===== src/rtl/had_pkg.sv =====
// Package of address map constants and enumerations for the host address decoder.
`default_nettype none
package had_pkg;
	localparam int ADDR_W = 32;
	localparam logic [31:0] APIC_LO = 32'hFEC0_0000;
	localparam logic [31:0] APIC_HI = 32'hFEC7_FFFF;
	localparam logic [31:0] HIGH_SMM_SEGMENT_LO = 32'hFEDA_0000;
	localparam logic [31:0] HIGH_SMM_SEGMENT_HI = 32'hFEDB_FFFF;
	localparam logic [31:0] CSMM_LO = 32'h000A_0000;
	localparam logic [31:0] CSMM_HI = 32'h000B_FFFF;
	localparam logic [31:0] INTR_LO = 32'hFEE0_0000;
	localparam logic [31:0] INTR_HI = 32'hFEEF_FFFF;
	localparam logic [31:0] BIOS_LO = 32'hFFE0_0000;
	localparam logic [31:0] BIOS_ALIAS_MASK = 32'h00FF_FFFF;
	localparam logic [31:0] HIGH_SMM_SEGMENT_TO_CSMM = 32'hFED0_0000;
	localparam logic [31:0] CFG_WIN_MASK = 32'hF000_0000;
	localparam logic [31:0] TOP_MEMORY_SMM_SEGMENT_1M = 32'h0010_0000;
	localparam logic [31:0] TOP_MEMORY_SMM_SEGMENT_2M = 32'h0020_0000;
	localparam logic [31:0] TOP_MEMORY_SMM_SEGMENT_8M = 32'h0080_0000;
	localparam logic [31:0] ZERO_ADDR = 32'h0000_0000;
	localparam logic [1:0] TOP_MEMORY_SMM_SEGMENT_SZ_1M = 2'h0;
	localparam logic [1:0] TOP_MEMORY_SMM_SEGMENT_SZ_2M = 2'h1;
	localparam logic [1:0] TOP_MEMORY_SMM_SEGMENT_SZ_8M = 2'h2;
	// Register map of the control port.
	localparam logic [3:0] REG_CTRL = 4'h0;
	localparam logic [3:0] REG_TOP_OF_LOW_DRAM = 4'h1;
	localparam logic [3:0] REG_STOLEN = 4'h2;
	localparam logic [3:0] REG_CFGBASE = 4'h3;
	localparam logic [3:0] REG_PORT_MEM_BASE = 4'h4;
	localparam logic [3:0] REG_PORT_MEM_LIMIT = 4'h5;
	localparam logic [3:0] REG_PBASE = 4'h6;
	localparam logic [3:0] REG_PLIMIT = 4'h7;
	localparam logic [3:0] REG_GCTRL = 4'h8;
	localparam logic [3:0] REG_GAPER = 4'h9;
	localparam logic [3:0] REG_GTABLE = 4'hA;
	localparam logic [3:0] REG_WINMASK = 4'hB;
	localparam logic [3:0] REG_STATUS = 4'hC;
	// Control register bit positions.
	localparam int C_GSMM = 0;
	localparam int C_HSMM = 1;
	localparam int C_TOP_MEMORY_SMM_SEGMENT = 2;
	localparam int C_TSZ = 3;
	localparam int C_PMEM = 5;
	localparam int C_CFG = 6;
	localparam int C_GFX = 7;
	localparam int C_VGA = 8;
	localparam int C_OPEN = 9;
	localparam int C_CLS = 10;
	localparam int CTRL_W = 11;
	typedef enum logic [2:0] {
		HAD_TGT_SOUTH,
		HAD_TGT_PORT,
		HAD_TGT_GFX,
		HAD_TGT_PBUS,
		HAD_TGT_DRAM,
		HAD_TGT_INVALID,
		HAD_TGT_CFG
	} had_target_e;
	typedef enum logic [1:0] {
		HAD_SRC_CPU,
		HAD_SRC_PORT,
		HAD_SRC_SOUTH
	} had_source_e;
endpackage
`default_nettype wire


===== src/rtl/had_decoder.sv =====
// Host address decoder: routes upper-range and system-management memory requests.
//
// Function
// - Processor accesses to FEC0_0000h..FEC7_FFFFh always go to the south link.
// - SMM-mode processor accesses to the enabled high segment go to DRAM A_0000h..B_FFFFh.
// - Non-SMM processor accesses to the enabled high segment are invalid, ended at once.
// - Writebacks and full-line WB writes to the high segment complete to DRAM anyway.
// - Port and south link requests never reach any enabled SMM space.
// - DRAM at the high segment's own addresses is never remapped or reachable.
// - Downstream writes to FEExxxxxh become processor-bus interrupt messages with data.
// - The decoder ends those interrupt messages itself with response and target ready.
// - The top 2 MB goes to the south link, aliasing below 16 MB.
// - A 256-MB configuration window decodes at a programmable aligned base.
// - Non-prefetchable port window hits when base <= address <= limit.
// - Prefetchable port window hits when base < address < limit.
// - Both port windows are off unless the port memory-enable bit is set.
// - Graphics control, aperture and table windows go to integrated graphics.
// - Compatible and top-of-memory SMM spaces are used without remapping.
// - Top-of-memory SMM segment is 1, 2 or 8 MB just below stolen memory.
// - With global and high enables set, compatible SMM space is disabled.
`default_nettype none
module had_decoder
	import had_pkg::*;
(
	input wire logic clk_i,
	input wire logic arst_n_i,
	input wire logic [3:0] reg_addr_i,
	input wire logic [31:0] reg_wdata_i,
	input wire logic reg_wr_i,
	input wire logic reg_rd_i,
	output logic [31:0] reg_rdata_o,
	input wire logic req_valid_i,
	input wire logic [31:0] req_addr_i,
	input wire had_pkg::had_source_e req_src_i,
	input wire logic req_write_i,
	input wire logic req_smm_i,
	input wire logic req_wb_i,
	input wire logic [31:0] req_data_i,
	output logic rsp_valid_o,
	output had_pkg::had_target_e rsp_target_o,
	output logic [31:0] rsp_addr_o,
	output logic [31:0] rsp_data_o,
	output logic rsp_intr_msg_o,
	output logic rsp_resp_phase_o,
	output logic target_ready_n_o
);
	// ------------------------------------------------------------
	// Configuration registers
	// ------------------------------------------------------------
	logic [CTRL_W-1:0] ctrl_reg, ctrl_next;
	logic [31:0] top_of_low_dram_reg, top_of_low_dram_next;
	logic [31:0] stolen_reg, stolen_next;
	logic [31:0] cfgbase_reg, cfgbase_next;
	logic [31:0] port_mem_base_reg, port_mem_base_next;
	logic [31:0] port_mem_limit_reg, port_mem_limit_next;
	logic [31:0] pbase_reg, pbase_next;
	logic [31:0] plimit_reg, plimit_next;
	logic [31:0] gctrl_reg, gctrl_next;
	logic [31:0] gaper_reg, gaper_next;
	logic [31:0] gtable_reg, gtable_next;
	logic [31:0] winmask_reg, winmask_next;
	logic [31:0] rdata_reg, rdata_next;
	logic [7:0] invalid_cnt_reg, invalid_cnt_next;
	logic ev_invalid;

	always_comb begin
		ctrl_next = ctrl_reg;
		top_of_low_dram_next = top_of_low_dram_reg;
		stolen_next = stolen_reg;
		cfgbase_next = cfgbase_reg;
		port_mem_base_next = port_mem_base_reg;
		port_mem_limit_next = port_mem_limit_reg;
		pbase_next = pbase_reg;
		plimit_next = plimit_reg;
		gctrl_next = gctrl_reg;
		gaper_next = gaper_reg;
		gtable_next = gtable_reg;
		winmask_next = winmask_reg;
		rdata_next = ZERO_ADDR;
		// Refused cycles are counted for software; the count wraps at its width.
		invalid_cnt_next = invalid_cnt_reg + {7'h00, ev_invalid};
		if (reg_wr_i) begin
			unique case (reg_addr_i)
				REG_CTRL: ctrl_next = reg_wdata_i[CTRL_W-1:0];
				REG_TOP_OF_LOW_DRAM: top_of_low_dram_next = reg_wdata_i;
				REG_STOLEN: stolen_next = reg_wdata_i;
				REG_CFGBASE: cfgbase_next = reg_wdata_i & CFG_WIN_MASK;
				REG_PORT_MEM_BASE: port_mem_base_next = reg_wdata_i;
				REG_PORT_MEM_LIMIT: port_mem_limit_next = reg_wdata_i;
				REG_PBASE: pbase_next = reg_wdata_i;
				REG_PLIMIT: plimit_next = reg_wdata_i;
				REG_GCTRL: gctrl_next = reg_wdata_i;
				REG_GAPER: gaper_next = reg_wdata_i;
				REG_GTABLE: gtable_next = reg_wdata_i;
				REG_WINMASK: winmask_next = reg_wdata_i;
				default: ;
			endcase
		end
		if (reg_rd_i) begin
			unique case (reg_addr_i)
				REG_CTRL: rdata_next = {{(32-CTRL_W){1'b0}}, ctrl_reg};
				REG_TOP_OF_LOW_DRAM: rdata_next = top_of_low_dram_reg;
				REG_STOLEN: rdata_next = stolen_reg;
				REG_CFGBASE: rdata_next = cfgbase_reg;
				REG_PORT_MEM_BASE: rdata_next = port_mem_base_reg;
				REG_PORT_MEM_LIMIT: rdata_next = port_mem_limit_reg;
				REG_PBASE: rdata_next = pbase_reg;
				REG_PLIMIT: rdata_next = plimit_reg;
				REG_GCTRL: rdata_next = gctrl_reg;
				REG_GAPER: rdata_next = gaper_reg;
				REG_GTABLE: rdata_next = gtable_reg;
				REG_WINMASK: rdata_next = winmask_reg;
				REG_STATUS: rdata_next = {24'h00_0000, invalid_cnt_reg};
				default: rdata_next = ZERO_ADDR;
			endcase
		end
	end

	always_ff @(posedge clk_i or negedge arst_n_i) begin
		if (!arst_n_i) begin
			ctrl_reg <= '0;
			top_of_low_dram_reg <= ZERO_ADDR;
			stolen_reg <= ZERO_ADDR;
			cfgbase_reg <= ZERO_ADDR;
			port_mem_base_reg <= ZERO_ADDR;
			port_mem_limit_reg <= ZERO_ADDR;
			pbase_reg <= ZERO_ADDR;
			plimit_reg <= ZERO_ADDR;
			gctrl_reg <= ZERO_ADDR;
			gaper_reg <= ZERO_ADDR;
			gtable_reg <= ZERO_ADDR;
			winmask_reg <= ZERO_ADDR;
			rdata_reg <= ZERO_ADDR;
			invalid_cnt_reg <= 8'h00;
		end else begin
			ctrl_reg <= ctrl_next;
			top_of_low_dram_reg <= top_of_low_dram_next;
			stolen_reg <= stolen_next;
			cfgbase_reg <= cfgbase_next;
			port_mem_base_reg <= port_mem_base_next;
			port_mem_limit_reg <= port_mem_limit_next;
			pbase_reg <= pbase_next;
			plimit_reg <= plimit_next;
			gctrl_reg <= gctrl_next;
			gaper_reg <= gaper_next;
			gtable_reg <= gtable_next;
			winmask_reg <= winmask_next;
			rdata_reg <= rdata_next;
			invalid_cnt_reg <= invalid_cnt_next;
		end
	end

	assign reg_rdata_o = rdata_reg;

	// ------------------------------------------------------------
	// Fixed regions
	// ------------------------------------------------------------
	// Inclusive compare used for the APIC, interrupt and compatible SMM regions.
	function automatic logic in_range(input logic [31:0] a, input logic [31:0] lo,
		input logic [31:0] hi);
		in_range = (a >= lo) && (a <= hi);
	endfunction

	// Legacy video cycles follow the routing bit to the port, otherwise the south link.
	function automatic had_target_e legacy_target(input logic vga);
		legacy_target = vga ? HAD_TGT_PORT : HAD_TGT_SOUTH;
	endfunction

	logic apic_hit, intr_hit, compat_raw, bios_hit;

	// These regions are fixed in the map, so no register can move or hide them.
	always_comb begin
		apic_hit = in_range(req_addr_i, APIC_LO, APIC_HI);
		intr_hit = in_range(req_addr_i, INTR_LO, INTR_HI);
		compat_raw = in_range(req_addr_i, CSMM_LO, CSMM_HI);
		bios_hit = req_addr_i >= BIOS_LO;
	end

	// ------------------------------------------------------------
	// Window decode
	// ------------------------------------------------------------
	// Graphics windows share one size mask so all three stay naturally aligned.
	function automatic logic win_hit(input logic [31:0] a, input logic [31:0] base,
		input logic [31:0] mask);
		win_hit = ((a & ~mask) == (base & ~mask)) && (base != ZERO_ADDR);
	endfunction

	logic port_mem_hit, port_pref_hit;
	logic csmm_hit, high_smm_segment_hit, top_memory_smm_segment_hit, high_smm_segment_raw;

	// The port memory-enable bit gates both windows, overriding any base and limit.
	had_window #(.EXCLUSIVE(1'b0)) u_port_mem (
		.addr_i(req_addr_i),
		.base_i(port_mem_base_reg),
		.limit_i(port_mem_limit_reg),
		.enable_i(ctrl_reg[C_PMEM]),
		.hit_o(port_mem_hit)
	);

	had_window #(.EXCLUSIVE(1'b1)) u_port_pref (
		.addr_i(req_addr_i),
		.base_i(pbase_reg),
		.limit_i(plimit_reg),
		.enable_i(ctrl_reg[C_PMEM]),
		.hit_o(port_pref_hit)
	);

	had_smm_check u_smm (
		.addr_i(req_addr_i),
		.ctrl_i(ctrl_reg),
		.top_of_low_dram_i(top_of_low_dram_reg),
		.stolen_i(stolen_reg),
		.csmm_hit_o(csmm_hit),
		.high_smm_segment_hit_o(high_smm_segment_hit),
		.top_memory_smm_segment_hit_o(top_memory_smm_segment_hit),
		.high_smm_segment_raw_o(high_smm_segment_raw)
	);

	// ------------------------------------------------------------
	// Routing
	// ------------------------------------------------------------
	logic rsp_valid_reg, rsp_valid_next;
	had_target_e rsp_target_reg, rsp_target_next;
	logic [31:0] rsp_addr_reg, rsp_addr_next;
	logic [31:0] rsp_data_reg, rsp_data_next;
	logic intr_reg, intr_next;
	logic resp_reg, resp_next;
	logic trdy_n_reg, trdy_n_next;

	// Branch order is the priority: downstream refusals first, then fixed regions, then windows; the compatible override below wins over all.
	always_comb begin
		logic from_cpu;
		logic gfx_hit;
		logic cfg_hit;
		logic smm_data_ok;
		from_cpu = 1'b0;
		gfx_hit = 1'b0;
		cfg_hit = 1'b0;
		smm_data_ok = 1'b0;
		from_cpu = (req_src_i == HAD_SRC_CPU);
		gfx_hit = ctrl_reg[C_GFX] && (win_hit(req_addr_i, gctrl_reg, winmask_reg)
			|| win_hit(req_addr_i, gaper_reg, winmask_reg)
			|| win_hit(req_addr_i, gtable_reg, winmask_reg));
		cfg_hit = ctrl_reg[C_CFG]
			&& ((req_addr_i & CFG_WIN_MASK) == cfgbase_reg);
		smm_data_ok = req_smm_i || ctrl_reg[C_OPEN];
		rsp_valid_next = req_valid_i;
		rsp_target_next = HAD_TGT_SOUTH;
		rsp_addr_next = req_addr_i;
		rsp_data_next = req_data_i;
		intr_next = 1'b0;
		resp_next = 1'b0;
		trdy_n_next = 1'b1;
		if (!req_valid_i) begin
			rsp_valid_next = 1'b0;
		end else if (!from_cpu && (high_smm_segment_hit || csmm_hit || top_memory_smm_segment_hit)) begin
			// Downstream masters see invalid cycles to address zero.
			rsp_target_next = HAD_TGT_INVALID;
			rsp_addr_next = ZERO_ADDR;
		end else if (!from_cpu && req_write_i && intr_hit) begin
			rsp_target_next = HAD_TGT_PBUS;
			intr_next = 1'b1;
			resp_next = 1'b1;
			trdy_n_next = 1'b0;
		end else if (from_cpu && apic_hit) begin
			rsp_target_next = HAD_TGT_SOUTH;
		end else if (from_cpu && high_smm_segment_hit) begin
			if (req_smm_i || req_wb_i) begin
				// Writebacks must land in DRAM to keep the cached copy coherent.
				rsp_target_next = HAD_TGT_DRAM;
				rsp_addr_next = req_addr_i - HIGH_SMM_SEGMENT_TO_CSMM;
			end else begin
				rsp_target_next = HAD_TGT_INVALID;
				rsp_addr_next = ZERO_ADDR;
			end
		end else if (from_cpu && (csmm_hit || top_memory_smm_segment_hit)) begin
			if (smm_data_ok || req_wb_i) begin
				rsp_target_next = HAD_TGT_DRAM;
			end else begin
				rsp_target_next = legacy_target(csmm_hit && ctrl_reg[C_VGA]);
				if (top_memory_smm_segment_hit) begin
					rsp_target_next = HAD_TGT_INVALID;
					rsp_addr_next = ZERO_ADDR;
				end
			end
		end else if (high_smm_segment_raw) begin
			// The segment's own DRAM stays hidden; unremapped hits fall to the south link.
			rsp_target_next = HAD_TGT_SOUTH;
		end else if (bios_hit) begin
			rsp_target_next = HAD_TGT_SOUTH;
			rsp_addr_next = req_addr_i & BIOS_ALIAS_MASK;
		end else if (cfg_hit) begin
			rsp_target_next = HAD_TGT_CFG;
		end else if (gfx_hit) begin
			rsp_target_next = HAD_TGT_GFX;
		end else if (port_mem_hit || port_pref_hit) begin
			rsp_target_next = HAD_TGT_PORT;
		end else if (req_addr_i < top_of_low_dram_reg) begin
			rsp_target_next = HAD_TGT_DRAM;
		end
		// A compatible hit with the high segment on is legacy video space, port or south link.
		if (req_valid_i && from_cpu && ctrl_reg[C_GSMM] && ctrl_reg[C_HSMM] && compat_raw) begin
			rsp_target_next = legacy_target(ctrl_reg[C_VGA]);
		end
	end

	assign ev_invalid = rsp_valid_next && (rsp_target_next == HAD_TGT_INVALID);

	always_ff @(posedge clk_i or negedge arst_n_i) begin
		if (!arst_n_i) begin
			rsp_valid_reg <= 1'b0;
			rsp_target_reg <= HAD_TGT_SOUTH;
			rsp_addr_reg <= ZERO_ADDR;
			rsp_data_reg <= ZERO_ADDR;
			intr_reg <= 1'b0;
			resp_reg <= 1'b0;
			trdy_n_reg <= 1'b1;
		end else begin
			rsp_valid_reg <= rsp_valid_next;
			rsp_target_reg <= rsp_target_next;
			rsp_addr_reg <= rsp_addr_next;
			rsp_data_reg <= rsp_data_next;
			intr_reg <= intr_next;
			resp_reg <= resp_next;
			trdy_n_reg <= trdy_n_next;
		end
	end

	assign rsp_valid_o = rsp_valid_reg;
	assign rsp_target_o = rsp_target_reg;
	assign rsp_addr_o = rsp_addr_reg;
	assign rsp_data_o = rsp_data_reg;
	assign rsp_intr_msg_o = intr_reg;
	assign rsp_resp_phase_o = resp_reg;
	assign target_ready_n_o = trdy_n_reg;
endmodule
`default_nettype wire


===== src/rtl/had_smm_check.sv =====
// System-management space classifier: which enabled segment an address hits.
`default_nettype none
module had_smm_check
	import had_pkg::*;
(
	input wire logic [31:0] addr_i,
	input wire logic [CTRL_W-1:0] ctrl_i,
	input wire logic [31:0] top_of_low_dram_i,
	input wire logic [31:0] stolen_i,
	output logic csmm_hit_o,
	output logic high_smm_segment_hit_o,
	output logic top_memory_smm_segment_hit_o,
	output logic high_smm_segment_raw_o
);
	logic [31:0] top_memory_smm_segment_size;
	logic [31:0] top_memory_smm_segment_top;
	logic [31:0] top_memory_smm_segment_bot;
	always_comb begin
		unique case (ctrl_i[C_TSZ +: 2])
			TOP_MEMORY_SMM_SEGMENT_SZ_2M: top_memory_smm_segment_size = TOP_MEMORY_SMM_SEGMENT_2M;
			TOP_MEMORY_SMM_SEGMENT_SZ_8M: top_memory_smm_segment_size = TOP_MEMORY_SMM_SEGMENT_8M;
			default: top_memory_smm_segment_size = TOP_MEMORY_SMM_SEGMENT_1M;
		endcase
		top_memory_smm_segment_top = top_of_low_dram_i - stolen_i;
		top_memory_smm_segment_bot = top_memory_smm_segment_top - top_memory_smm_segment_size;
		high_smm_segment_raw_o = (addr_i >= HIGH_SMM_SEGMENT_LO) && (addr_i <= HIGH_SMM_SEGMENT_HI);
		high_smm_segment_hit_o = ctrl_i[C_GSMM] && ctrl_i[C_HSMM] && high_smm_segment_raw_o;
		csmm_hit_o = ctrl_i[C_GSMM] && !ctrl_i[C_HSMM]
			&& (addr_i >= CSMM_LO) && (addr_i <= CSMM_HI);
		top_memory_smm_segment_hit_o = ctrl_i[C_GSMM] && ctrl_i[C_TOP_MEMORY_SMM_SEGMENT]
			&& (addr_i >= top_memory_smm_segment_bot) && (addr_i < top_memory_smm_segment_top);
	end
endmodule
`default_nettype wire


===== src/rtl/had_window.sv =====
// Base and limit comparator for one address window, inclusive or exclusive.
`default_nettype none
module had_window
	import had_pkg::*;
#(
	parameter bit EXCLUSIVE = 1'b0
) (
	input wire logic [31:0] addr_i,
	input wire logic [31:0] base_i,
	input wire logic [31:0] limit_i,
	input wire logic enable_i,
	output logic hit_o
);
	always_comb begin
		if (EXCLUSIVE) begin
			hit_o = enable_i && (addr_i > base_i) && (addr_i < limit_i);
		end else begin
			hit_o = enable_i && (addr_i >= base_i) && (addr_i <= limit_i);
		end
	end
endmodule
`default_nettype wire


===== config.mk =====
export PLATFORM = sky130hd
export DESIGN_NAME = had_decoder
export DESIGN_NICKNAME = d
export VERILOG_FILES = /design/src/rtl/had_pkg.sv /design/src/rtl/had_decoder.sv /design/src/rtl/had_smm_check.sv /design/src/rtl/had_window.sv
export SDC_FILE = /design/constraint.sdc
export NUM_CORES = 1
export LEC_CHECK = 0
export BUFFER_PORTS_ARGS = -buffer_cell sky130_fd_sc_hd__buf_2
export CORE_ASPECT_RATIO = 1.2
export CORE_MARGIN = 2
export CORE_UTILIZATION = 45
export DETAILED_ROUTE_END_ITERATION = 7
export PLACE_DENSITY = 0.74
export RECOVER_POWER = 100
export SYNTH_ARGS = -nofsm -noshare
export SYNTH_HDL_FRONTEND = slang
export SYNTH_SLANG_ARGS = --single-unit

===== constraint.sdc =====
create_clock -name clk_i -period 17.7 [get_ports clk_i]
set_input_delay 3.54 -clock clk_i [delete_from_list [all_inputs] [get_ports clk_i]]
set_output_delay 3.54 -clock clk_i [all_outputs]
set_load 0.03 [all_outputs]

# ---- Yosys cells after proc, flatten, opt, wreduce, memory -nomap -nowiden
# Cells that the tools add are included.
dict set report word_totals {
  regBits 445
  latchBits 0
  ram_bits 0
  romBits 0
  mem_count 0
  elab_cells 164
}
dict set report classes {
  reduce_logical 61
  order_cmp 16
  mux 39
  div_mod_pow 0
  shift 0
  n_eq_ne 19
  add_sub_neg 4
  n_bitwise 5
  mul 0
}
# op count
set ops {}
lappend ops {{$pmux 32 s13} 1}
lappend ops {{$mux 32} 12}
lappend ops {{$and 32x32->32} 4}
lappend ops {{$ge 32x32->1 const B} 4}
lappend ops {{$eq 32x32->1} 3}
lappend ops {{$le 32x32->1 const B} 3}
lappend ops {{$lt 32x32->1} 3}
lappend ops {{$reduce_bool 32->1} 3}
lappend ops {{$ge 32x32->1} 2}
lappend ops {{$pmux 24 s2} 1}
lappend ops {{$mux 3} 15}
lappend ops {{$logic_and 1x1->1} 33}
lappend ops {{$ge 32x20->1 const B} 1}
lappend ops {{$gt 32x32->1} 1}
lappend ops {{$le 32x20->1 const B} 1}
lappend ops {{$le 32x32->1} 1}
lappend ops {{$not 32->32} 1}
lappend ops {{$sub 32x24->32} 1}
lappend ops {{$sub 32x32->32} 1}
lappend ops {{$sub 32x32->32 const B} 1}
lappend ops {{$reduce_and 2->1} 12}
lappend ops {{$eq 4x4->1 const B} 5}
lappend ops {{$eq 4x3->1 const B} 4}
lappend ops {{$mux 1} 10}
lappend ops {{11 further kinds} 21}

# ---- Logic depth before layout (Yosys ltp)
# Gate-level depths: netlist of run 1.
dict set report depth {
  ltp_word 21
  mapped_depth 37
  ltp_nobuf 36
}

# ---- Modules after synthesis
# A second synthesis of run 1 with hierarchy kept.
dict set report hier_totals {
  hier_cells 2566
  area_unflattened_um2 27405.0
}
# module cells_per_inst seq_area_each_um2 n_inst area_each_um2
set modules_own_cells {}
lappend modules_own_cells {had_decoder 1676 11136.9 1 20947.6}
lappend modules_own_cells {had_smm_check 446 0.0 1 3229.3}
lappend modules_own_cells {{had_window (u_port_pref)} 221 0.0 1 1624.1}
lappend modules_own_cells {{had_window (u_port_mem)} 223 0.0 1 1604.0}

# ---- Least setup slack after synthesis of run 1
# OpenSTA, ideal clock, no wires.
dict set report synth_path {
  path_kind {flip-flop to flip-flop}
  from {register top_of_low_dram_reg[8]}
  to {register invalid_cnt_reg[6]}
  setup_time_ps 80
  period_less_slack_ps 7402
  path_buffers 1
  required_time_ps 17620
  path_stages_with_launch 36
  arrival_time_ps 7322
  slack_ps 10298
  path_cell_list {dfrtp_1 -> ha_1 -> a21o_1 -> a21oi_1 -> nor2_1 -> a2111oi_4 -> a21boi_0 -> o21ai_0 -> a21oi_1 -> o21a_1 -> o21a_1 -> o211a_1 -> or3_1 -> ha_1 -> a21oi_1 -> nand2_1 -> maj3_2 -> or3b_4 -> nor4_4 -> xor2_1 -> ha_1 -> and4_1 -> a221o_1 -> and3b_1 -> a211o_1 -> a211o_1 -> nor2_4 -> o31ai_2 -> buf_2 -> o22ai_1 -> and2_1 -> ha_1 -> ha_1 -> and3_1 -> nand3_1 -> xnor2_1}
}
dict set report synth_via {
  elab_chain_cells 17
  elab_cells_between_ends 29
  classes_between {add/sub: 3; order compare: 3; eq/ne: 1; mux: 15; reduce/logical: 7}
}
# item line_no
set synth_rtl {}
lappend synth_rtl {{start, declared} had_decoder.sv:51} ;# logic [31:0] top_of_low_dram_reg, top_of_low_dram_next;
lappend synth_rtl {{start signal, assigned} had_decoder.sv:137} ;# top_of_low_dram_reg <= top_of_low_dram_next;
lappend synth_rtl {{$sub 32x32->32 / $lt 32x32->1 (equally long branches)} {had_smm_check.sv:24, had_decoder.sv:298}}
lappend synth_rtl {{$sub 32x24->32 / $mux 3 (equally long branches)} {had_smm_check.sv:25, had_decoder.sv:298}}
lappend synth_rtl {{$ge 32x32->1 / $mux 3 (equally long branches)} {had_smm_check.sv:31, had_decoder.sv:296}}
lappend synth_rtl {{$logic_and 1x1->1 / $mux 3 (equally long branches)} {had_smm_check.sv:31, had_decoder.sv:294}}
lappend synth_rtl {{$logic_and 1x1->1 / $mux 3 (equally long branches)} {had_smm_check.sv:31, had_decoder.sv:292}}
lappend synth_rtl {{$mux 3, or another cell as far along} had_decoder.sv:281} ;# if (top_memory_smm_segment_hit) begin
lappend synth_rtl {{$mux 3, or another cell as far along} had_decoder.sv:277} ;# if (smm_data_ok || req_wb_i) begin
lappend synth_rtl {{$mux 3} had_decoder.sv:276} ;# end else if (from_cpu && (csmm_hit || top_memory_smm_segment_hit)) begin
lappend synth_rtl {{[... 3 more ...]} n/a}
lappend synth_rtl {{$mux 3 (*)} had_decoder.sv:256} ;# end else if (!from_cpu && (high_smm_segment_hit || csmm_hit || top_memory_smm_segment_hit)) begin
lappend synth_rtl {{$mux 3 (*)} had_decoder.sv:254} ;# if (!req_valid_i) begin
lappend synth_rtl {{$mux 3 (*)} had_decoder.sv:302} ;# if (req_valid_i && from_cpu && ctrl_reg[C_GSMM] && ctrl_reg[C_HSMM] && compat_raw) begin
lappend synth_rtl {{net rsp_target_next[2]} had_decoder.sv:223} ;# had_target_e rsp_target_reg, rsp_target_next;
lappend synth_rtl {{$eq 3x3->1 (*)} had_decoder.sv:307} ;# assign ev_invalid = rsp_valid_next && (rsp_target_next == HAD_TGT_INVALID);
lappend synth_rtl {{$logic_and 1x1->1 (*)} had_decoder.sv:307}
lappend synth_rtl {{$add 8x1->8 (*)} had_decoder.sv:81} ;# invalid_cnt_next = invalid_cnt_reg + {7'h00, ev_invalid};
lappend synth_rtl {{net invalid_cnt_next[6]} had_decoder.sv:63} ;# logic [7:0] invalid_cnt_reg, invalid_cnt_next;
lappend synth_rtl {{end signal, assigned} had_decoder.sv:149} ;# invalid_cnt_reg <= invalid_cnt_next;
lappend synth_rtl {{end, declared} had_decoder.sv:63}
# The timed path passes the listed nets; every way through them passes the cells marked *.
# A chain may end at the register's enable or synchronous reset.

# ---- Worst setup path after layout of run 1
dict set report layout_path {
  from {register top_of_low_dram_reg[1]}
  to {register rsp_addr_reg[8] (netlist: rsp_addr_o[8])}
}
dict set report layout_via {
  elab_chain_cells 13
  elab_cells_between_ends 18
  classes_between {add/sub: 2; order compare: 2; mux: 8; reduce/logical: 6}
}
# item line_no
set layout_rtl {}
lappend layout_rtl {{$sub 32x32->32 (*)} had_smm_check.sv:24} ;# top_memory_smm_segment_top = top_of_low_dram_i - stolen_i;
lappend layout_rtl {{$sub 32x24->32} had_smm_check.sv:25} ;# top_memory_smm_segment_bot = top_memory_smm_segment_top - top_memory_smm_segment_size;
lappend layout_rtl {{$ge 32x32->1} had_smm_check.sv:31} ;# && (addr_i >= top_memory_smm_segment_bot) && (addr_i < top_memory_smm_segment_top);
lappend layout_rtl {{$logic_and 1x1->1} had_smm_check.sv:31}
lappend layout_rtl {{$logic_and 1x1->1 (*)} had_smm_check.sv:31}
lappend layout_rtl {{$mux 32 / $logic_or 1x1->1 (equally long branches)} {had_decoder.sv:281, had_decoder.sv:276}}
lappend layout_rtl {{$mux 32 / $logic_and 1x1->1 (equally long branches)} {had_decoder.sv:277, had_decoder.sv:276}}
lappend layout_rtl {{$mux 32} had_decoder.sv:276}
lappend layout_rtl {{$mux 32} had_decoder.sv:267} ;# end else if (from_cpu && high_smm_segment_hit) begin
lappend layout_rtl {{$mux 32} had_decoder.sv:265} ;# end else if (from_cpu && apic_hit) begin
lappend layout_rtl {{$mux 32} had_decoder.sv:260} ;# end else if (!from_cpu && req_write_i && intr_hit) begin
lappend layout_rtl {{$mux 32 (*)} had_decoder.sv:256}
lappend layout_rtl {{$mux 32 (*)} had_decoder.sv:254}
lappend layout_rtl {{net rsp_addr_next[8]} had_decoder.sv:224} ;# logic [31:0] rsp_addr_reg, rsp_addr_next;
lappend layout_rtl {{end signal, assigned} had_decoder.sv:321} ;# rsp_addr_reg <= rsp_addr_next;
lappend layout_rtl {{end, declared} had_decoder.sv:224}
# Marked as above.

==> results of run 1 <==
-- worst reg2reg max path, delay by kind of cell, from the launching register on --
kind            cells  cell delay, ns
compound gates     16            6.33
simple gates        8            2.29
fa+ha+maj           4            1.32
flops               1            0.44
xor+xnor            1            0.12
-- layout by cell type (no fill, tap or decap), types with 26 or more instances in the layout --
cell,Yosys,routed
ha_1,242,242
mux2_2,337,337
clkbuf_1,88,137
dfrtp_1,444,444
nand2_1,81,81
nand3_1,30,30
buf_2,3,105
a21o_1,59,59
o21ai_0,52,52
a31oi_1,43,43
inv_1,227,227
nand4_1,56,56
o22ai_1,50,50
nor2_1,62,59
a22oi_1,26,26
xnor2_1,122,122
a21oi_1,92,92
clkbuf_16,0,48
nor4_1,45,46
a22o_1,68,68
a221oi_1,69,69
-- final cells by class --
| class | instances | area (um^2) |
|---|---|---|
| fillers | 5356 | 29310 |
| clock inverters | 20 | 257.7 |
| clock buffers | 67 | 1363 |
| repair buffers | 239 | 1067 |
| well taps | 800 | 1001 |
| flip-flops and latches | 445 | 11140 |
| multi-input cells | 1703 | 14480 |
| inverters | 227 | 852.1 |
-- final timing paths --
check                                                        start                      endpoint  slack [ns]  depth (start not counted)
worst min-delay path                  invalid_cnt_reg[3]$_DFF_PN0_  invalid_cnt_reg[3]$_DFF_PN0_        0.53                          1
worst max register to register  top_of_low_dram_reg[1]$_DFFE_PN0P_       rsp_addr_o[8]$_DFF_PN0_        6.90                         29
min in group asynchronous                                 arst_n_i    stolen_reg[18]$_DFFE_PN0P_        4.47                          1
max in group asynchronous                                 arst_n_i     pbase_reg[30]$_DFFE_PN0P_        8.00                          3
worst max-delay path            top_of_low_dram_reg[1]$_DFFE_PN0P_       rsp_addr_o[8]$_DFF_PN0_        6.90                         29
worst min register to register        invalid_cnt_reg[3]$_DFF_PN0_  invalid_cnt_reg[3]$_DFF_PN0_        0.53                          1
-- per-stage QoR --
step	area [um^2]	total power, mW	hold WS, ns
floorplan	27010	2.371	0.4466
global placement	28820	2.857	0.5001
detailed placement	28820	2.908	0.5177
CTS	30440	3.960	0.5304
global route	30160	4.165	0.5434
finish	30160	3.969	0.5292
-- cells by family (layout without fill, tap and decap cells) --
family	count (synthesis)	in the layout
buffers and inverters	372	553
AO/OA/AOI/OAI	593	593
adder cells (fa/ha/maj)	246	246
AND/OR/NAND/NOR	381	381
multiplexers	339	339
flip-flops	445	445
XOR/XNOR	144	144
-- power by group --
group / switching (mW) / internal, mW
logic: 0.831 / 0.605
registers: 0.268 / 1.22
clock network: 0.438 / 0.610
-- routing by layer --
layer / up-vias / GRT usage
li1: 9568 / -
met1: 11231 / 0.3872
met2: 1198 / 0.5526
met3: 417 / 0.06106
met4: 4 / 0.2401
met5: - / 0
==> flow_summary_export.csv, run 1 <==
group,metric,value,unit
synth,syn_avg_cell_area,10.72,um^2
synth,synth_ff_type,"dfrtp_1",
cts,clkTransAtPathRegs,0.06,ns
synth,yosys.area_share.adder,0.1144,
sta,timing.final.hold_violations,0,
synth,synth_edf_count,0,
setup_path,arrival,11.12,ns
route,dr_wl_met2,49600,um
placed_design,place_hpwl,76030,um
sta,fin_ws,6.899,ns
grt,grt_first_pass_wirelength,150700,um
placed_design,place_congestion,1.043,
floorplanning,boundaryPins,213,
status,outcome,"finished with violations",
route,top_layer_used,"met5",
sta,period_needed,10.80,ns
finish,antennaDiodeCount,0,
synth,synth_top_area_share,0.4113,
setup_path,cp_top_family,"compound AO/OA/AOI/OAI gates",
grt,track_usage,0.3337,
status,failed_checks,"capacitance limit, slew limit",
synth,ys_types,83,
setup_path,required,18.02,ns
finish,instances_no_fill,3501,
sta,setup_violations,0,
synth,synthMuxAreaShare,0.1412,
cts,cts_made_buffers,47,
power,ir_drop,0.07679,mV
cts,cts_setup_buffers,0,
synth,synth-seq-cells,445,
flow_run,cap_violations,19,
floorplanning,chipWidth,227.7,um
synth,synth-simple-area-share,0.07526,
synth,synth_area_leaders,"dfrtp_1 (41%), mux2_2 (14%), ha_1 (11%)",
placed_design,dp_cells,3414,
route,first_iter_violations,2262,
route,wl_met1,37100,um
route,drt-wirelength-per-cell,29.54,um
setup_path,critical_path.slowest_cell,"o21ai_0",
grt,grt_max_degree,182,
synth,synth_area,0.02701,mm^2
floorplanning,num_rows,98,
synth,ys_seq_area_frac,0.4123,
route,met3_length,8001,um
synth,yosys_warnings,0,
setup_path,crit_top_cell,"ha_1",
cts,postCtsHoldBufs,0,
synth,yosys-top-cells-count,"dfrtp_1 (444), mux2_2 (337), ha_1 (242), inv_1 (227), xnor2_1 (122)",
synth,syn_inst,2520,
finish,num-nets-final,3017,
cts,cts_max_level,2,
synth,synth-compound-area-share,0.1582,
cts,post_cts_resized,0,
route,vias,22418,
synth,synth_nets,2874,
grt,antenna_found_initial,3,
finish,area_growth_syn_to_layout,11.64,%
setup_path,cp-end-kind,"flop",
floorplanning,die-area,0.06202,mm^2
setup_path,cp_max_fo,20,
grt,overflow,0,
synth,synthArstFlopShare,1.000,
placed_design,pre_cts_ws,8.802,ns
setup_path,startpoint_type,"flop",
grt,grt_pass1_vias,22991,
cts,cts-root-buf,"clkbuf_16",
cts,tritoncts,"built",
placed_design,portBuffers,212,
synth,synth_top_family_by_area,"compound AO/OA/AOI/OAI gates",
sta,rsz0062_at_grt,"no",
finish,drive_gt1_frac,0.2044,
route,vias_per_cell,6.403,
sta,slew-limit-headroom,-1.976,
finish,final_util,0.5072,
cts,cts_sinks,445,
sta,fin_skew,0.02030,ns
power,power_density,131.6,mW/mm^2
floorplanning,design.core.area,0.05947,mm^2
cts,max-clock-path-buffers,3,
floorplanning,initial_core_util,0.4543,
sta,tns,0,ns
sta,max_freq,92.58,MHz
route,drt-total-wl,103400,um
setup_path,path_class,"flop to flop",
power,leakage,13.57,nW
synth,synth_area_leader_cell,"dfrtp_1",
cts,insertion_delay,0.62,ns
floorplanning,chipHeight,272.4,um
route,ant_nets,0,
setup_path,crit_buf_inv,0,
sta,tightest_slew,4.464,ns
synth,synth-xor-area-share,0.04669,
hold_path,hold_path_class,"flop to flop",
sta,maxSlewViolCount,632,
route,first_pass_iters,6,
sta,period_share,0.6102,
setup_path,cpPeakStageDelay,2.47,ns
synth,yosysMostFrequentCell,"dfrtp_1",
route,drc,0,
(Power assumes the default switching activity.)
==> inputs of run 2 (changes only) <==
--- a/config.mk
+++ b/config.mk
@@ -5,6 +5,7 @@
 export SDC_FILE = /design/constraint.sdc
 export NUM_CORES = 1
 export LEC_CHECK = 0
+export ABC_AREA = 1
 export BUFFER_PORTS_ARGS = -buffer_cell sky130_fd_sc_hd__buf_2
 export CORE_ASPECT_RATIO = 1.2
 export CORE_MARGIN = 2
==> constraint.sdc (replaced) <==
create_clock -name clk_i -period 10.39 [get_ports clk_i]
set_input_delay 2.078 -clock clk_i [delete_from_list [all_inputs] [get_ports clk_i]]
set_output_delay 2.078 -clock clk_i [all_outputs]
set_load 0.03 [all_outputs]
==> run 2 against run 1 <==
Effect of this change:
- largest cell class unchanged
- design area is 2.3% higher
- non-clock buffer count is 8 higher
- the flow finishes with violations (DRC, capacitance limit, slew limit)
- synthesized cell count is 41% higher
==> flow_summary_export.csv, run 2 <==
group,metric,value,unit
status,outcome,"finished with violations",
status,failed_checks,"DRC, capacitance limit, slew limit",
synth,synth_edf_count,0,
power,power.internal,3.920,mW
hold_path,hold_start,"invalid_cnt_reg[6]$_DFF_PN0_",
power,netSwitchingFraction,0.3963,
route,drt-total-wl,107400,um
sta,timing.final.hold_violations,0,
power,p_sw,2.574,mW
hold_path,hold_path_end,"invalid_cnt_reg[6]$_DFF_PN0_",
setup_path,rr_endpoint,"rsp_addr_o[11]$_DFF_PN0_",
sta,maxSlewViolCount,809,
synth,synthArstFlopShare,1.000,
setup_path,r2r_start,"top_of_low_dram_reg[0]$_DFFE_PN0P_",
route,ant_nets,0,
setup_path,cp-end-kind,"flop",
sta,max_freq,132.0,MHz
floorplanning,initial_core_util,0.4550,
placed_design,place_hpwl,79380,um
finish,final_util,0.5073,
power,pwr-share-clk,0.282,
synth,synth_ff_type,"dfrtp_1",
sta,rsz0062_at_grt,"no",
synth,synth_area_leaders,"dfrtp_1 (40%), ha_1 (11%), nand2_1 (10%)",
power,leakage,15.28,nW
synth,synth_nets,3913,
cts,max-clock-path-buffers,3,
route,first_pass_iters,8,
setup_path,cpPeakStageDelay,0.94,ns
grt,overflow,0,
placed_design,placed_area,0.02956,mm^2
cts,cts_sinks,445,
setup_path,crit_buf_inv,6,
synth,synth_top_area_share,0.4015,
synth,yosys_warnings,0,
cts,cts_max_level,2,
setup_path,critical_path_depth,37,
power,pwr-share-comb,0.368,
power,power_density,210.5,mW/mm^2
placed_design,portBuffers,212,
setup_path,critical_path.slowest_cell,"nand2_1",
synth,ys_types,65,
floorplanning,chipHeight,275.7,um
synth,syn_inst,3559,
floorplanning,chipWidth,230.4,um
sta,tightest_slew,4.833,ns
grt,grt_first_pass_wirelength,156500,um
hold_path,min_path_cells,1,
flow_run,cap_violations,19,
route,drt-wirelength-per-cell,23.47,um
setup_path,cp_top_family,"simple AND/OR/NAND/NOR gates",
synth,yosysMostFrequentCell,"nand2_1",
cts,tritoncts,"built",
finish,num-nets-final,4085,
setup_path,startpoint_type,"flop",
cts,post_cts_resized,0,
grt,track_usage,0.3313,
placed_design,dp_cells,4490,
synth,syn_avg_cell_area,7.775,um^2
sta,hold_slack,0.4766,ns
route,vias_per_cell,5.872,
synth,synth-seq-cells,445,
floorplanning,design.core.area,0.06082,mm^2
finish,area_growth_syn_to_layout,11.50,%
hold_path,hold_path_class,"flop to flop",
sta,setup_violations,0,
power,ir_drop,0.1642,mV
cts,clkTransAtPathRegs,0.06,ns
setup_path,reg2reg_setup_slack,2.82,ns
grt,antenna_found_initial,2,
floorplanning,num_rows,99,
setup_path,cp-startpoint,"top_of_low_dram_reg[0]$_DFFE_PN0P_",
finish,mostFrequentLayoutCells,"nand2_1 (767), inv_1 (539), o21ai_0 (497)",
synth,synth_area_leader_cell,"dfrtp_1",
sta,tns,0,ns
grt,grt_max_degree,140,
finish,instances_no_fill,4577,
floorplanning,boundaryPins,213,
route,vias,26875,
finish,drive_gt1_frac,0.06796,
setup_path,reg2reg_depth,37,
finish,fin_area,0.03086,mm^2
cts,cts-root-buf,"clkbuf_16",
setup_path,required,10.75,ns
setup_path,arrival,7.94,ns
grt,grt_pass1_vias,24755,
synth,yosys-top-cells-count,"nand2_1 (768), inv_1 (539), o21ai_0 (494), dfrtp_1 (444), ha_1 (242)",
placed_design,place_congestion,1.086,
sta,slew-limit-headroom,-2.222,
power,power_frac_seq,0.350,
cts,cts_setup_buffers,0,
cts,postCtsHoldBufs,0,
sta,fin_skew,0.02943,ns
sta,period_needed,7.574,ns
route,drc,2,
cts,insertion_delay,0.60,ns
synth,ys_seq_area_frac,0.4025,
cts,cts_made_buffers,47,
synth,synth_area,0.02767,mm^2
setup_path,path_class,"flop to flop",
setup_path,cp_max_fo,20,
sta,period_share,0.7290,
route,first_iter_violations,3467,
finish,layout_commonest_cell,"nand2_1",
floorplanning,die-area,0.06350,mm^2
==> run 2: cell types whose count changed after synthesis, moves of 56 or more <==
cell	previous run	this run
nor2_1	62	146
mux2_2	337	0
inv_1	227	539
nand3_1	30	87
a22o_1	68	1
a21oi_1	92	236
nand2_1	81	768
o21ai_0	52	494
a21o_1	59	3
xnor2_1	122	9
==> run 2: cell families (layout without fill, tap and decap cells) <==
family	Yosys count	after routing	share of synthesized area
AO/OA/AOI/OAI	974	974	0.1985
XOR/XNOR	44	44	0.01515
adder cells (fa/ha/maj)	244	244	0.1109
buffers and inverters	688	896	0.09472
flip-flops	445	445	0.4025
other	0	2	0
AND/OR/NAND/NOR	1164	1164	0.1783
==> run 2: through the flow <==
step / setup WS (ns) / power (mW)
final: 2.816 / 6.494
after global placement: 3.932 / 4.600
after detailed placement: 3.754 / 4.629
after CTS: 3.732 / 6.470
after global routing: 2.054 / 6.890
after floorplan: 4.695 / 3.854
==> run 2: per-layer routing <==
metal | GRT usage | wire length, um | up-vias
met1 | 0.4271 | 41810 | 12651
met3 | 0.06322 | 10600 | 383
met4 | 0.2170 | 7940 | 2
met2 | 0.5109 | 47090 | 1564
met5 | 0 | 12 | -
li1 | - | - | 12275
==> run 2: worst max path at each step <==
stage,slack (ns),endpoint
floorplan,4.69,invalid_cnt_reg[6]$_DFF_PN0_
global placement,3.93,invalid_cnt_reg[6]$_DFF_PN0_
detailed placement,3.75,invalid_cnt_reg[6]$_DFF_PN0_
CTS,3.73,invalid_cnt_reg[7]$_DFF_PN0_
global route,2.05,rsp_addr_o[18]$_DFF_PN0_
finish,2.82,rsp_addr_o[11]$_DFF_PN0_
==> run 2: layout make-up <==
type / count / area (um^2)
Fill cell: 5922 / 29960
Multi-Input combinational cell: 2426 / 13830
Sequential cell: 445 / 11140
Inverter: 564 / 2120
Clock buffer: 63 / 1316
Timing Repair Buffer: 247 / 1105
Tap cell: 808 / 1011
Clock inverter: 22 / 335.3
Antenna cell: 2 / 5.005
==> run 2: power groups by stage <==
stage          Sequential [mW]  Clock, mW  Combinational (mW)
6_report                  2.27       1.83                2.39
5_1_grt                   2.30       1.92                2.67
4_1_cts                   2.26       1.85                2.36
3_5_place_dp              2.28          0                2.34
3_3_place_gp              2.28          0                2.32
2_1_floorplan             2.27          0                1.58
